===== src/common/mgmt_pkg.sv =====
`default_nettype none

package mgmt_pkg;

    // ==========================================================
    // Geometry
    localparam int LANES = 4;
    localparam int OFF_W = 8;

    // ==========================================================
    // Register byte offsets
    localparam logic [OFF_W-1:0] OFF_FLAGS = 8'h00;
    localparam logic [OFF_W-1:0] OFF_MASK = 8'h04;
    localparam logic [OFF_W-1:0] OFF_CTRL = 8'h08;
    localparam logic [OFF_W-1:0] OFF_STATUS = 8'h0C;

    // ==========================================================
    // Field layouts (flags and mask share one layout)
    localparam int FLAG_W = 13;
    localparam int FLG_RXLOS_LSB = 0;
    localparam int FLG_TXFLT_LSB = 4;
    localparam int FLG_OTHER_LSB = 8;
    localparam int FLG_READY_BIT = 12;
    localparam int CTRL_W = 10;
    localparam int CTL_TXDIS_LSB = 0;
    localparam int CTL_RXDIS_LSB = 4;
    localparam int CTL_SQDIS_BIT = 8;
    localparam int CTL_PDOWN_BIT = 9;
    localparam int ST_RXLOS_LSB = 0;
    localparam int ST_TXLOST_LSB = 4;
    localparam int ST_TXFLT_LSB = 8;
    localparam int ST_LOWPWR_BIT = 12;
    localparam int ST_NOTREADY_BIT = 16;

    // ==========================================================
    // Reset values
    localparam logic [FLAG_W-1:0] FLAGS_RST = 13'h0000;
    localparam logic [FLAG_W-1:0] MASK_RST = 13'h0000;
    localparam logic [CTRL_W-1:0] CTRL_RST = 10'h000;

    // ==========================================================
    // Timing
    localparam int CLK_HZ = 25000000;
    localparam int CYC_PER_US = CLK_HZ / 1000000;
    localparam int US_PER_MS_DOC = 1000;
    localparam int T_DATA_MS = 2000;
    localparam int T_RXSQ_US = 80;
    localparam int RXSQ_CYC = T_RXSQ_US * CYC_PER_US;
    localparam int SYNC_DEPTH = 3;

    // ==========================================================
    // Carriers
    typedef struct packed {
        logic pwrDown;
        logic sqDis;
        logic [LANES-1:0] rxDis;
        logic [LANES-1:0] txDis;
    } ctrl_s;

    typedef struct packed {
        logic ready;
        logic [LANES-1:0] other;
        logic [LANES-1:0] txFlt;
        logic [LANES-1:0] rxLos;
    } flags_s;

    typedef struct packed {
        logic [LANES-1:0] other;
        logic [LANES-1:0] txLost;
        logic [LANES-1:0] txFlt;
        logic [LANES-1:0] rxLos;
    } pins_s;

    typedef struct packed {
        logic [LANES-1:0] rxOn;
        logic [LANES-1:0] txOn;
    } lane_out_s;

    typedef enum logic [2:0] {
        ST_INIT = 3'b001,
        ST_RUN = 3'b010,
        ST_LOWPWR = 3'b100
    } mode_e;

endpackage : mgmt_pkg

`default_nettype wire


===== src/core/mgmt_status_timing.sv =====
// Our own choices: the AHB-Lite interface to the registers and the register offsets.
`default_nettype none

module mgmt_status_timing #(
    parameter int US_PER_MS = 1000,
    parameter int INIT_MS = 1999
) (
    input wire logic ref_clk,
    input wire logic rst,
    input wire logic hsel,
    input wire logic [31:0] haddr,
    input wire logic [1:0] htrans,
    input wire logic hwrite,
    input wire logic [2:0] hsize,
    input wire logic [31:0] hwdata,
    input wire logic hready,
    output logic hreadyout,
    output logic hresp,
    output logic [31:0] hrdata,
    input wire mgmt_pkg::pins_s modPins,
    input wire logic module_reset_n,
    output mgmt_pkg::lane_out_s laneOut,
    output logic lowPower,
    output logic intN,
    output logic irq
);
    import mgmt_pkg::*;

    localparam int PIN_W = $bits(pins_s) + 1;

    // ==========================================================
    // Elaboration checks
    if (INIT_MS < 1 || INIT_MS >= T_DATA_MS) begin : g_bad_init
        $error("INIT_MS must lie between 1 and the ready bound");
    end
    if (US_PER_MS < 2 || US_PER_MS > US_PER_MS_DOC) begin : g_bad_us
        $error("US_PER_MS out of range");
    end
    if (SYNC_DEPTH + 4 > RXSQ_CYC) begin : g_bad_sync
        $error("Synchroniser too slow for receive squelch bound");
    end

    // ==========================================================
    // Pin synchronisers
    logic [PIN_W-1:0] pinRaw;
    logic [PIN_W-1:0] sync1_ff;
    logic [PIN_W-1:0] sync2_ff;
    logic [PIN_W-1:0] sync3_ff;
    logic [PIN_W-1:0] stable_ff;
    logic [PIN_W-1:0] nxt_stable;
    localparam logic [PIN_W-1:0] PIN_RST = {1'b1, {(PIN_W-1){1'b0}}};

    assign pinRaw = {module_reset_n, modPins};

    // A pin change counts only once stage two and three agree
    genvar gi;
    for (gi = 0; gi < PIN_W; gi++) begin : g_sync
        assign nxt_stable[gi] = (sync2_ff[gi] == sync3_ff[gi]) ? sync3_ff[gi] : stable_ff[gi];
    end

    // Three-stage capture, first stage feeds only the second
    always_ff @(posedge ref_clk) begin
        if (rst) begin
            sync1_ff <= PIN_RST;
            sync2_ff <= PIN_RST;
            sync3_ff <= PIN_RST;
            stable_ff <= PIN_RST;
        end else begin
            sync1_ff <= pinRaw;
            sync2_ff <= sync1_ff;
            sync3_ff <= sync2_ff;
            stable_ff <= nxt_stable;
        end
    end

    pins_s pinNow;
    logic pinResetN;
    logic softRst;
    assign pinNow = stable_ff[PIN_W-2:0];
    assign pinResetN = stable_ff[PIN_W-1];
    // Reset pin low holds the module logic; the bus itself keeps answering
    assign softRst = rst | ~pinResetN;

    // ==========================================================
    // Time base: microsecond and millisecond enables
    logic [4:0] usDiv_ff;
    logic [9:0] usCnt_ff;
    logic usTick;
    logic msTick;
    localparam logic [4:0] US_LAST = 5'(CYC_PER_US - 1);
    localparam logic [9:0] MS_LAST = 10'(US_PER_MS - 1);

    assign usTick = (usDiv_ff == US_LAST);
    assign msTick = usTick && (usCnt_ff == MS_LAST);

    // Free-running dividers
    always_ff @(posedge ref_clk) begin
        if (rst) begin
            usDiv_ff <= 5'h00;
            usCnt_ff <= 10'h000;
        end else begin
            usDiv_ff <= usTick ? 5'h00 : usDiv_ff + 5'h01;
            if (usTick) begin
                usCnt_ff <= (usCnt_ff == MS_LAST) ? 10'h000 : usCnt_ff + 10'h001;
            end
        end
    end

    // ==========================================================
    // Readiness after power or reset pin
    logic [10:0] initCnt_ff;
    mode_e mode_ff;
    mode_e nxt_mode;
    logic readyEvt;
    ctrl_s ctrl_ff;
    localparam logic [10:0] INIT_LAST = 11'(INIT_MS);

    // Ready event fires once, on leaving initialisation
    assign readyEvt = (mode_ff == ST_INIT) && msTick && (initCnt_ff == INIT_LAST);

    // Mode sequencing; low power is left at once when the bit drops
    always_comb begin
        nxt_mode = mode_ff;
        case (mode_ff)
            ST_INIT: begin
                if (readyEvt) begin
                    nxt_mode = ctrl_ff.pwrDown ? ST_LOWPWR : ST_RUN;
                end
            end
            ST_RUN: begin
                if (ctrl_ff.pwrDown) begin
                    nxt_mode = ST_LOWPWR;
                end
            end
            ST_LOWPWR: begin
                if (!ctrl_ff.pwrDown) begin
                    nxt_mode = ST_RUN;
                end
            end
            default: begin
                nxt_mode = ST_INIT;
            end
        endcase
    end

    // Init counter restarts on every reset-pin release
    always_ff @(posedge ref_clk) begin
        if (softRst) begin
            mode_ff <= ST_INIT;
            initCnt_ff <= 11'h000;
        end else begin
            mode_ff <= nxt_mode;
            if (mode_ff == ST_INIT && msTick) begin
                initCnt_ff <= initCnt_ff + 11'h001;
            end
        end
    end

    // ==========================================================
    // Bus address phase capture
    logic addrTake;
    logic [OFF_W-1:0] addrOff;
    logic wrPend_ff;
    logic [OFF_W-1:0] wrOff_ff;
    logic rdFlags;

    assign addrTake = hsel && hready && htrans[1];
    assign addrOff = haddr[OFF_W-1:0];
    // Read of the flag word clears it at the address edge
    assign rdFlags = addrTake && !hwrite && (addrOff == OFF_FLAGS);

    // Write data follows one cycle later, so hold the target
    always_ff @(posedge ref_clk) begin
        if (rst) begin
            wrPend_ff <= 1'b0;
            wrOff_ff <= 8'h00;
        end else begin
            wrPend_ff <= addrTake && hwrite;
            wrOff_ff <= addrOff;
        end
    end

    // ==========================================================
    // Write decode
    logic wrFlags;
    logic wrMask;
    logic wrCtrl;
    assign wrFlags = wrPend_ff && (wrOff_ff == OFF_FLAGS);
    assign wrMask = wrPend_ff && (wrOff_ff == OFF_MASK);
    assign wrCtrl = wrPend_ff && (wrOff_ff == OFF_CTRL);

    // ==========================================================
    // Flags, mask, control
    flags_s flags_ff;
    flags_s mask_ff;
    pins_s prevPins_ff;
    logic [FLAG_W-1:0] flagSet;
    logic [FLAG_W-1:0] flagClr;

    // Entering a condition raises its flag
    assign flagSet[FLG_RXLOS_LSB +: LANES] = pinNow.rxLos & ~prevPins_ff.rxLos;
    assign flagSet[FLG_TXFLT_LSB +: LANES] = pinNow.txFlt & ~prevPins_ff.txFlt;
    assign flagSet[FLG_OTHER_LSB +: LANES] = pinNow.other & ~prevPins_ff.other;
    assign flagSet[FLG_READY_BIT] = readyEvt;
    // Clear on read, or write one to clear
    assign flagClr = rdFlags ? {FLAG_W{1'b1}} : (wrFlags ? hwdata[FLAG_W-1:0] : {FLAG_W{1'b0}});

    // A flag set in the cycle it is cleared survives
    always_ff @(posedge ref_clk) begin
        if (softRst) begin
            flags_ff <= FLAGS_RST;
            prevPins_ff <= '0;
        end else begin
            flags_ff <= (flags_ff & ~flagClr) | flagSet;
            prevPins_ff <= pinNow;
        end
    end

    // Mask and lane control registers
    always_ff @(posedge ref_clk) begin
        if (softRst) begin
            mask_ff <= MASK_RST;
            ctrl_ff <= CTRL_RST;
        end else begin
            if (wrMask) begin
                mask_ff <= hwdata[FLAG_W-1:0];
            end
            if (wrCtrl) begin
                ctrl_ff <= hwdata[CTRL_W-1:0];
            end
        end
    end

    // ==========================================================
    // Interrupt output
    logic irqNow;
    logic irq_ff;
    // Level stays up while any unmasked flag remains
    assign irqNow = |(flags_ff & ~mask_ff);

    // One register stage; release follows a clear within two cycles
    always_ff @(posedge ref_clk) begin
        if (rst) begin
            irq_ff <= 1'b0;
        end else begin
            irq_ff <= irqNow;
        end
    end

    assign irq = irq_ff;
    assign intN = ~irq_ff;

    // ==========================================================
    // Lane output enables
    logic running;
    logic [LANES-1:0] rxSquelch;
    logic [LANES-1:0] txSquelch;
    logic [LANES-1:0] nxt_txOn;
    logic [LANES-1:0] nxt_rxOn;
    logic [LANES-1:0] txOn_ff;
    logic [LANES-1:0] rxOn_ff;
    logic lowPower_ff;

    assign running = (mode_ff == ST_RUN);
    // Squelch-disable overrides both automatic squelches
    assign rxSquelch = pinNow.rxLos & {LANES{~ctrl_ff.sqDis}};
    assign txSquelch = pinNow.txLost & {LANES{~ctrl_ff.sqDis}};
    assign nxt_txOn = {LANES{running}} & ~ctrl_ff.txDis & ~txSquelch;
    assign nxt_rxOn = {LANES{running}} & ~ctrl_ff.rxDis & ~rxSquelch;

    // Registered enables; a few cycles is far inside every bound
    always_ff @(posedge ref_clk) begin
        if (rst) begin
            txOn_ff <= '0;
            rxOn_ff <= '0;
            lowPower_ff <= 1'b0;
        end else begin
            txOn_ff <= nxt_txOn;
            rxOn_ff <= nxt_rxOn;
            lowPower_ff <= (mode_ff == ST_LOWPWR);
        end
    end

    assign laneOut = '{rxOn: rxOn_ff, txOn: txOn_ff};
    assign lowPower = lowPower_ff;

    // ==========================================================
    // Read data
    logic [31:0] statusWord;
    logic [31:0] rdMux;
    logic [31:0] hrdata_ff;

    // Not-ready stays high until initialisation ends
    always_comb begin
        statusWord = 32'h0000_0000;
        statusWord[ST_RXLOS_LSB +: LANES] = pinNow.rxLos;
        statusWord[ST_TXLOST_LSB +: LANES] = pinNow.txLost;
        statusWord[ST_TXFLT_LSB +: LANES] = pinNow.txFlt;
        statusWord[ST_LOWPWR_BIT] = lowPower_ff;
        statusWord[ST_NOTREADY_BIT] = (mode_ff == ST_INIT);
    end

    // Unmapped offsets read as zero
    always_comb begin
        if (addrOff == OFF_FLAGS) begin
            rdMux = {{(32-FLAG_W){1'b0}}, flags_ff};
        end else if (addrOff == OFF_MASK) begin
            rdMux = {{(32-FLAG_W){1'b0}}, mask_ff};
        end else if (addrOff == OFF_CTRL) begin
            rdMux = {{(32-CTRL_W){1'b0}}, ctrl_ff};
        end else if (addrOff == OFF_STATUS) begin
            rdMux = statusWord;
        end else begin
            rdMux = 32'h0000_0000;
        end
    end

    // Data is caught at the address edge, so the slave never waits
    always_ff @(posedge ref_clk) begin
        if (rst) begin
            hrdata_ff <= 32'h0000_0000;
        end else if (addrTake && !hwrite) begin
            hrdata_ff <= rdMux;
        end
    end

    assign hrdata = hrdata_ff;
    assign hreadyout = 1'b1;
    assign hresp = 1'b0;

endmodule : mgmt_status_timing

`default_nettype wire


===== config.mk =====
export PLATFORM = sky130hd
export DESIGN_NAME = mgmt_status_timing
export DESIGN_NICKNAME = d
export VERILOG_FILES = /design/src/common/mgmt_pkg.sv /design/src/core/mgmt_status_timing.sv
export SDC_FILE = /design/constraint.sdc
export NUM_CORES = 1
export LEC_CHECK = 0
export BUFFER_PORTS_ARGS = -buffer_cell sky130_fd_sc_hd__buf_2
export CORE_MARGIN = 3
export CORE_UTILIZATION = 49
export DETAILED_ROUTE_END_ITERATION = 8
export PLACE_DENSITY = 0.75
export SYNTH_ARGS = -nofsm -noshare
export SYNTH_HDL_FRONTEND = slang
export SYNTH_SLANG_ARGS = --single-unit

===== constraint.sdc =====
create_clock -name ref_clk -period 1.9 [get_ports ref_clk]
set_input_delay 0.57 -clock ref_clk [delete_from_list [all_inputs] [get_ports ref_clk]]
set_output_delay 0.57 -clock ref_clk [all_outputs]
set_load 0.02 [all_outputs]

==> reports/summary.json <==
{
  "synthToLayoutAreaGrowth_pct": 18.05,
  "start_kind": "register",
  "yosys_most_used_dff": "sky130_fd_sc_hd__dfxtp_1",
  "place_area_um2": 7308,
  "wl_um": 14170,
  "fmaxAchievable_ghz": 0.5460,
  "floorplan.initialDensity_pct": 50.57,
  "via_count_of_the_first_global_routing_pass": 4793,
  "timing.setup.critical_path_class": "register to register",
  "crit_path_max_fanout": 10,
  "clock_tree.buffer_depth": 2,
  "port_buffers": 68,
  "finish.utilization_pct": 59.70,
  "placed_cells_incl_taps": 948,
  "finalHoldViolCount": 0,
  "nets": 891,
  "post_synthesis_cells": 714,
  "max_cap_violations": 0,
  "fin_skew_ns": 0.009532,
  "flops_latches_synth": 178,
  "avgRoutedWirePerCell_um": 14.38,
  "timing.reg2reg.worst_path_depth": 5,
  "globalRouteOverflowTotal": 0,
  "vias_per_cell": 5.200,
  "die_height_um": 123.4,
  "layout_min_cycle_time_ns": 1.832,
  "row_count": 42,
  "netSwitchingFraction_pct": 21.69,
  "mostFrequentLayoutCell": "sky130_fd_sc_hd__dfxtp_1",
  "worst_hold_path.num_cells": 2,
  "yosysUniqueCellTypes": 54,
  "final_antenna_net_count": 0,
  "detailedPlace.worstSlack_ns": -0.1290,
  "ctsHoldBuffers": 0,
  "clk_root_buffer_cell": "sky130_fd_sc_hd__clkbuf_16",
  "vias": 5122,
  "synth-warning-count": 0,
  "fin_setup_tns_ns": 0,
  "worst_setup_hold_path_clk_slew_ns": 0.07,
  "maxSlewViolCount": 0,
  "finish.instance_area_um2": 7969,
  "yosysTopAreaCellShare_pct": 52.79,
  "critical_path.endpoint_type": "register",
  "stdcell_count": 985,
  "cts_buffers": 17,
  "synth-seq-area-share_pct": 52.79,
  "cts_num_sinks": 178,
  "grt_setup_unrepaired": "false",
  "placeableCoreArea_um2": 13350,
  "fp.dieArea_um2": 15220,
  "arrival_time_of_data_at_the_critical_path_endpoint_ns": 2.14,
  "place_hpwl_um": 10030,
  "grt_start_max_net_pins": 79,
  "p_int_mw": 6.046,
  "combPwrFrac_pct": 4.0,
  "power_per_cell_area_nw_per_um2": 968.9,
  "cts_max_level": 4,
  "postLayoutSetupSlackWorst_ns": 0.06849,
  "synth_top_cells_by_area": "sky130_fd_sc_hd__dfxtp_1 (53%), sky130_fd_sc_hd__nor2b_1 (6.1%), sky130_fd_sc_hd__mux2i_1 (5.3%)",
  "power.static_leakage_nw": 3.253,
  "power.net_switching_mw": 1.675,
  "insertion_delay_ns": 0.43,
  "power_frac_seq_pct": 49.5,
  "grt_util_all_layers_pct": 19.26,
  "route.detailed.drc": 0,
  "antenna_cells_inserted": 0,
  "final.period_utilization_pct": 96.40,
  "classification_of_the_worst_slack_hold_path": "input port to register",
  "grt_antenna_before_repair": 1,
  "power.share.clock_pct": 46.5,
  "cp.required_ns": 2.21,
  "synth.avg_cell_area_um2": 9.454,
  "vdd_drop_max_mv": 0.6336,
  "global_route_wire_length_before_repair_um": 22830,
  "synth_enable_flop_cells": 0,
  "status": "finished, final reports clean",
  "initialDrtViolationCount": 369,
  "drive_above_1_share_pct": 17.80,
  "synthArstFlopShare_pct": 0,
  "timing.final.setup_violations": 0,
  "layout.cells.most_common_list": "sky130_fd_sc_hd__dfxtp_1 (178), sky130_fd_sc_hd__nand2_1 (77), sky130_fd_sc_hd__buf_2 (68)",
  "tritoncts_clock_tree": "done",
  "detailedRoute.firstPassIterationCount": 5,
  "finalWeightedCongestion": 0.8645,
  "floorplan.io_pins": 136,
  "max_slew.worst_pin.slew_ns": 0.6398,
  "synthDominantAreaCellType": "sky130_fd_sc_hd__dfxtp_1",
  "die_width_um": 123.4,
  "timing.slew.headroom_pct": 57.19,
  "post_synth_instance_area_um2": 6750,
  "n_fill_cell": 1147
}
==> synth_stat cells (2+ instances only) <==
cell type and count:
sky130_fd_sc_hd__a22o_1 3, sky130_fd_sc_hd__and2_1 16, sky130_fd_sc_hd__conb_1 2, sky130_fd_sc_hd__mux2i_1 36, sky130_fd_sc_hd__buf_4 23, sky130_fd_sc_hd__nand3_1 13
sky130_fd_sc_hd__a21oi_1 29, sky130_fd_sc_hd__ha_1 4, sky130_fd_sc_hd__nand2b_1 6, sky130_fd_sc_hd__o22ai_1 5, sky130_fd_sc_hd__nand2_1 77, sky130_fd_sc_hd__nor2_1 50
sky130_fd_sc_hd__xnor2_1 6, sky130_fd_sc_hd__and3_1 2, sky130_fd_sc_hd__a31oi_1 2, sky130_fd_sc_hd__nand3b_1 2, sky130_fd_sc_hd__buf_1 4, sky130_fd_sc_hd__nor2b_1 66
sky130_fd_sc_hd__buf_2 3, sky130_fd_sc_hd__buf_6 2, sky130_fd_sc_hd__or4_1 4, sky130_fd_sc_hd__or3b_1 2, sky130_fd_sc_hd__nor3b_1 2, sky130_fd_sc_hd__o21ai_0 49
sky130_fd_sc_hd__clkbuf_1 20, sky130_fd_sc_hd__and4b_1 2, sky130_fd_sc_hd__o211ai_1 2, sky130_fd_sc_hd__or3_1 2, sky130_fd_sc_hd__nor3_1 12, sky130_fd_sc_hd__nor4_1 5
sky130_fd_sc_hd__o31ai_1 2, sky130_fd_sc_hd__nand4_1 7, sky130_fd_sc_hd__or2_2 3, sky130_fd_sc_hd__mux2_2 4, sky130_fd_sc_hd__inv_1 30, sky130_fd_sc_hd__nand4b_1 2
sky130_fd_sc_hd__a32o_1 13, sky130_fd_sc_hd__dfxtp_1 178, sky130_fd_sc_hd__xor2_1 6, sky130_fd_sc_hd__and4_1 4
==> registers in the layout, summed over array words and instances, names as in the netlist, 5 cells and up <==
| register | cells |
|---|---|
| ctrl_ff | 10 |
| flags_ff | 13 |
| hrdata | 14 |
| initCnt_ff | 11 |
| mask_ff | 13 |
| prevPins_ff | 12 |
| stable_ff | 17 |
| sync1_ff | 17 |
| sync2_ff | 17 |
| sync3_ff | 17 |
| usCnt_ff | 10 |
| usDiv_ff | 5 |
| wrOff_ff | 8 |
==> metrics by stage <==
step	hold WS, ns	power [mW]
floorplan	0.3895	4.116
global placement	0.4012	4.201
detailed placement	0.3990	4.211
CTS	0.3158	7.779
global route	0.3216	7.984
finish	0.3266	7.721
==> logic make-up (layout without fill, tap and decap cells) <==
family	Yosys count	in the layout	synth area share (%)
muxes	40	40	6.006
AOI/OAI and AO/OA	110	110	9.842
other	2	20	0.1113
and+or+nand+nor	286	287	22.84
DFF	178	178	52.79
adders and majority gates	4	4	0.7415
xor gates and xnor gates	12	12	1.557
buffers and inverters	82	158	6.117
==> repair_timing <==
item	4_1_cts	5_1_grt
pin swaps	1	1
cloned	0	1
endpoints found under the setup margin	2	14
buffers inserted	4	0
resized for setup	0	4
==> power groups by stage <==
stage | clock network (mW) | registers (mW) | logic (mW)
after detailed placement | 0 | 3.90 | 0.306
after CTS | 3.65 | 3.82 | 0.307
final | 3.59 | 3.82 | 0.308
after global routing | 3.82 | 3.83 | 0.341
after floorplan | 0 | 3.90 | 0.218
after global placement | 0 | 3.90 | 0.300
==> final timing paths <==
check / start / to / slack [ns]
worst max-delay path: wrOff_ff[4] / ctrl_ff[0] / 0.07
worst min-delay path: module_reset_n / sync1_ff[16] / 0.33
worst min register to register: sync1_ff[16] / sync2_ff[16] / 0.41
worst max register to register: wrOff_ff[4] / ctrl_ff[0] / 0.07
==> metal layers <==
layer  GRT usage [%]  vias to the layer above  wire, um
met5               0                        -         7
met1           24.31                     2411      6322
li1                -                     2542         -
met4           8.028                        2       259
met2           31.26                      144      6787
met3           5.078                       23       788
==> cell type report <==
cell class | count | area [um^2] | share of cell area, %
multi-input cells | 473 | 2859 | 35.88
clock buffers | 20 | 446.7 | 5.605
well taps | 176 | 220.2 | 2.763
repair buffers | 96 | 600.6 | 7.537
clock inverters | 12 | 166.4 | 2.088
inverters | 30 | 112.6 | 1.413
flip-flops and latches | 178 | 3563 | 44.72
==> critical path: stages, from the launching register on <==
cell                      delay [ns]
sky130_fd_sc_hd__dfxtp_1        0.30
sky130_fd_sc_hd__or4b_4         0.57
sky130_fd_sc_hd__or3b_1         0.38
sky130_fd_sc_hd__buf_4          0.21
sky130_fd_sc_hd__mux2i_1        0.19
sky130_fd_sc_hd__nor2_1         0.07
Power figures use the tool's default switching activity.
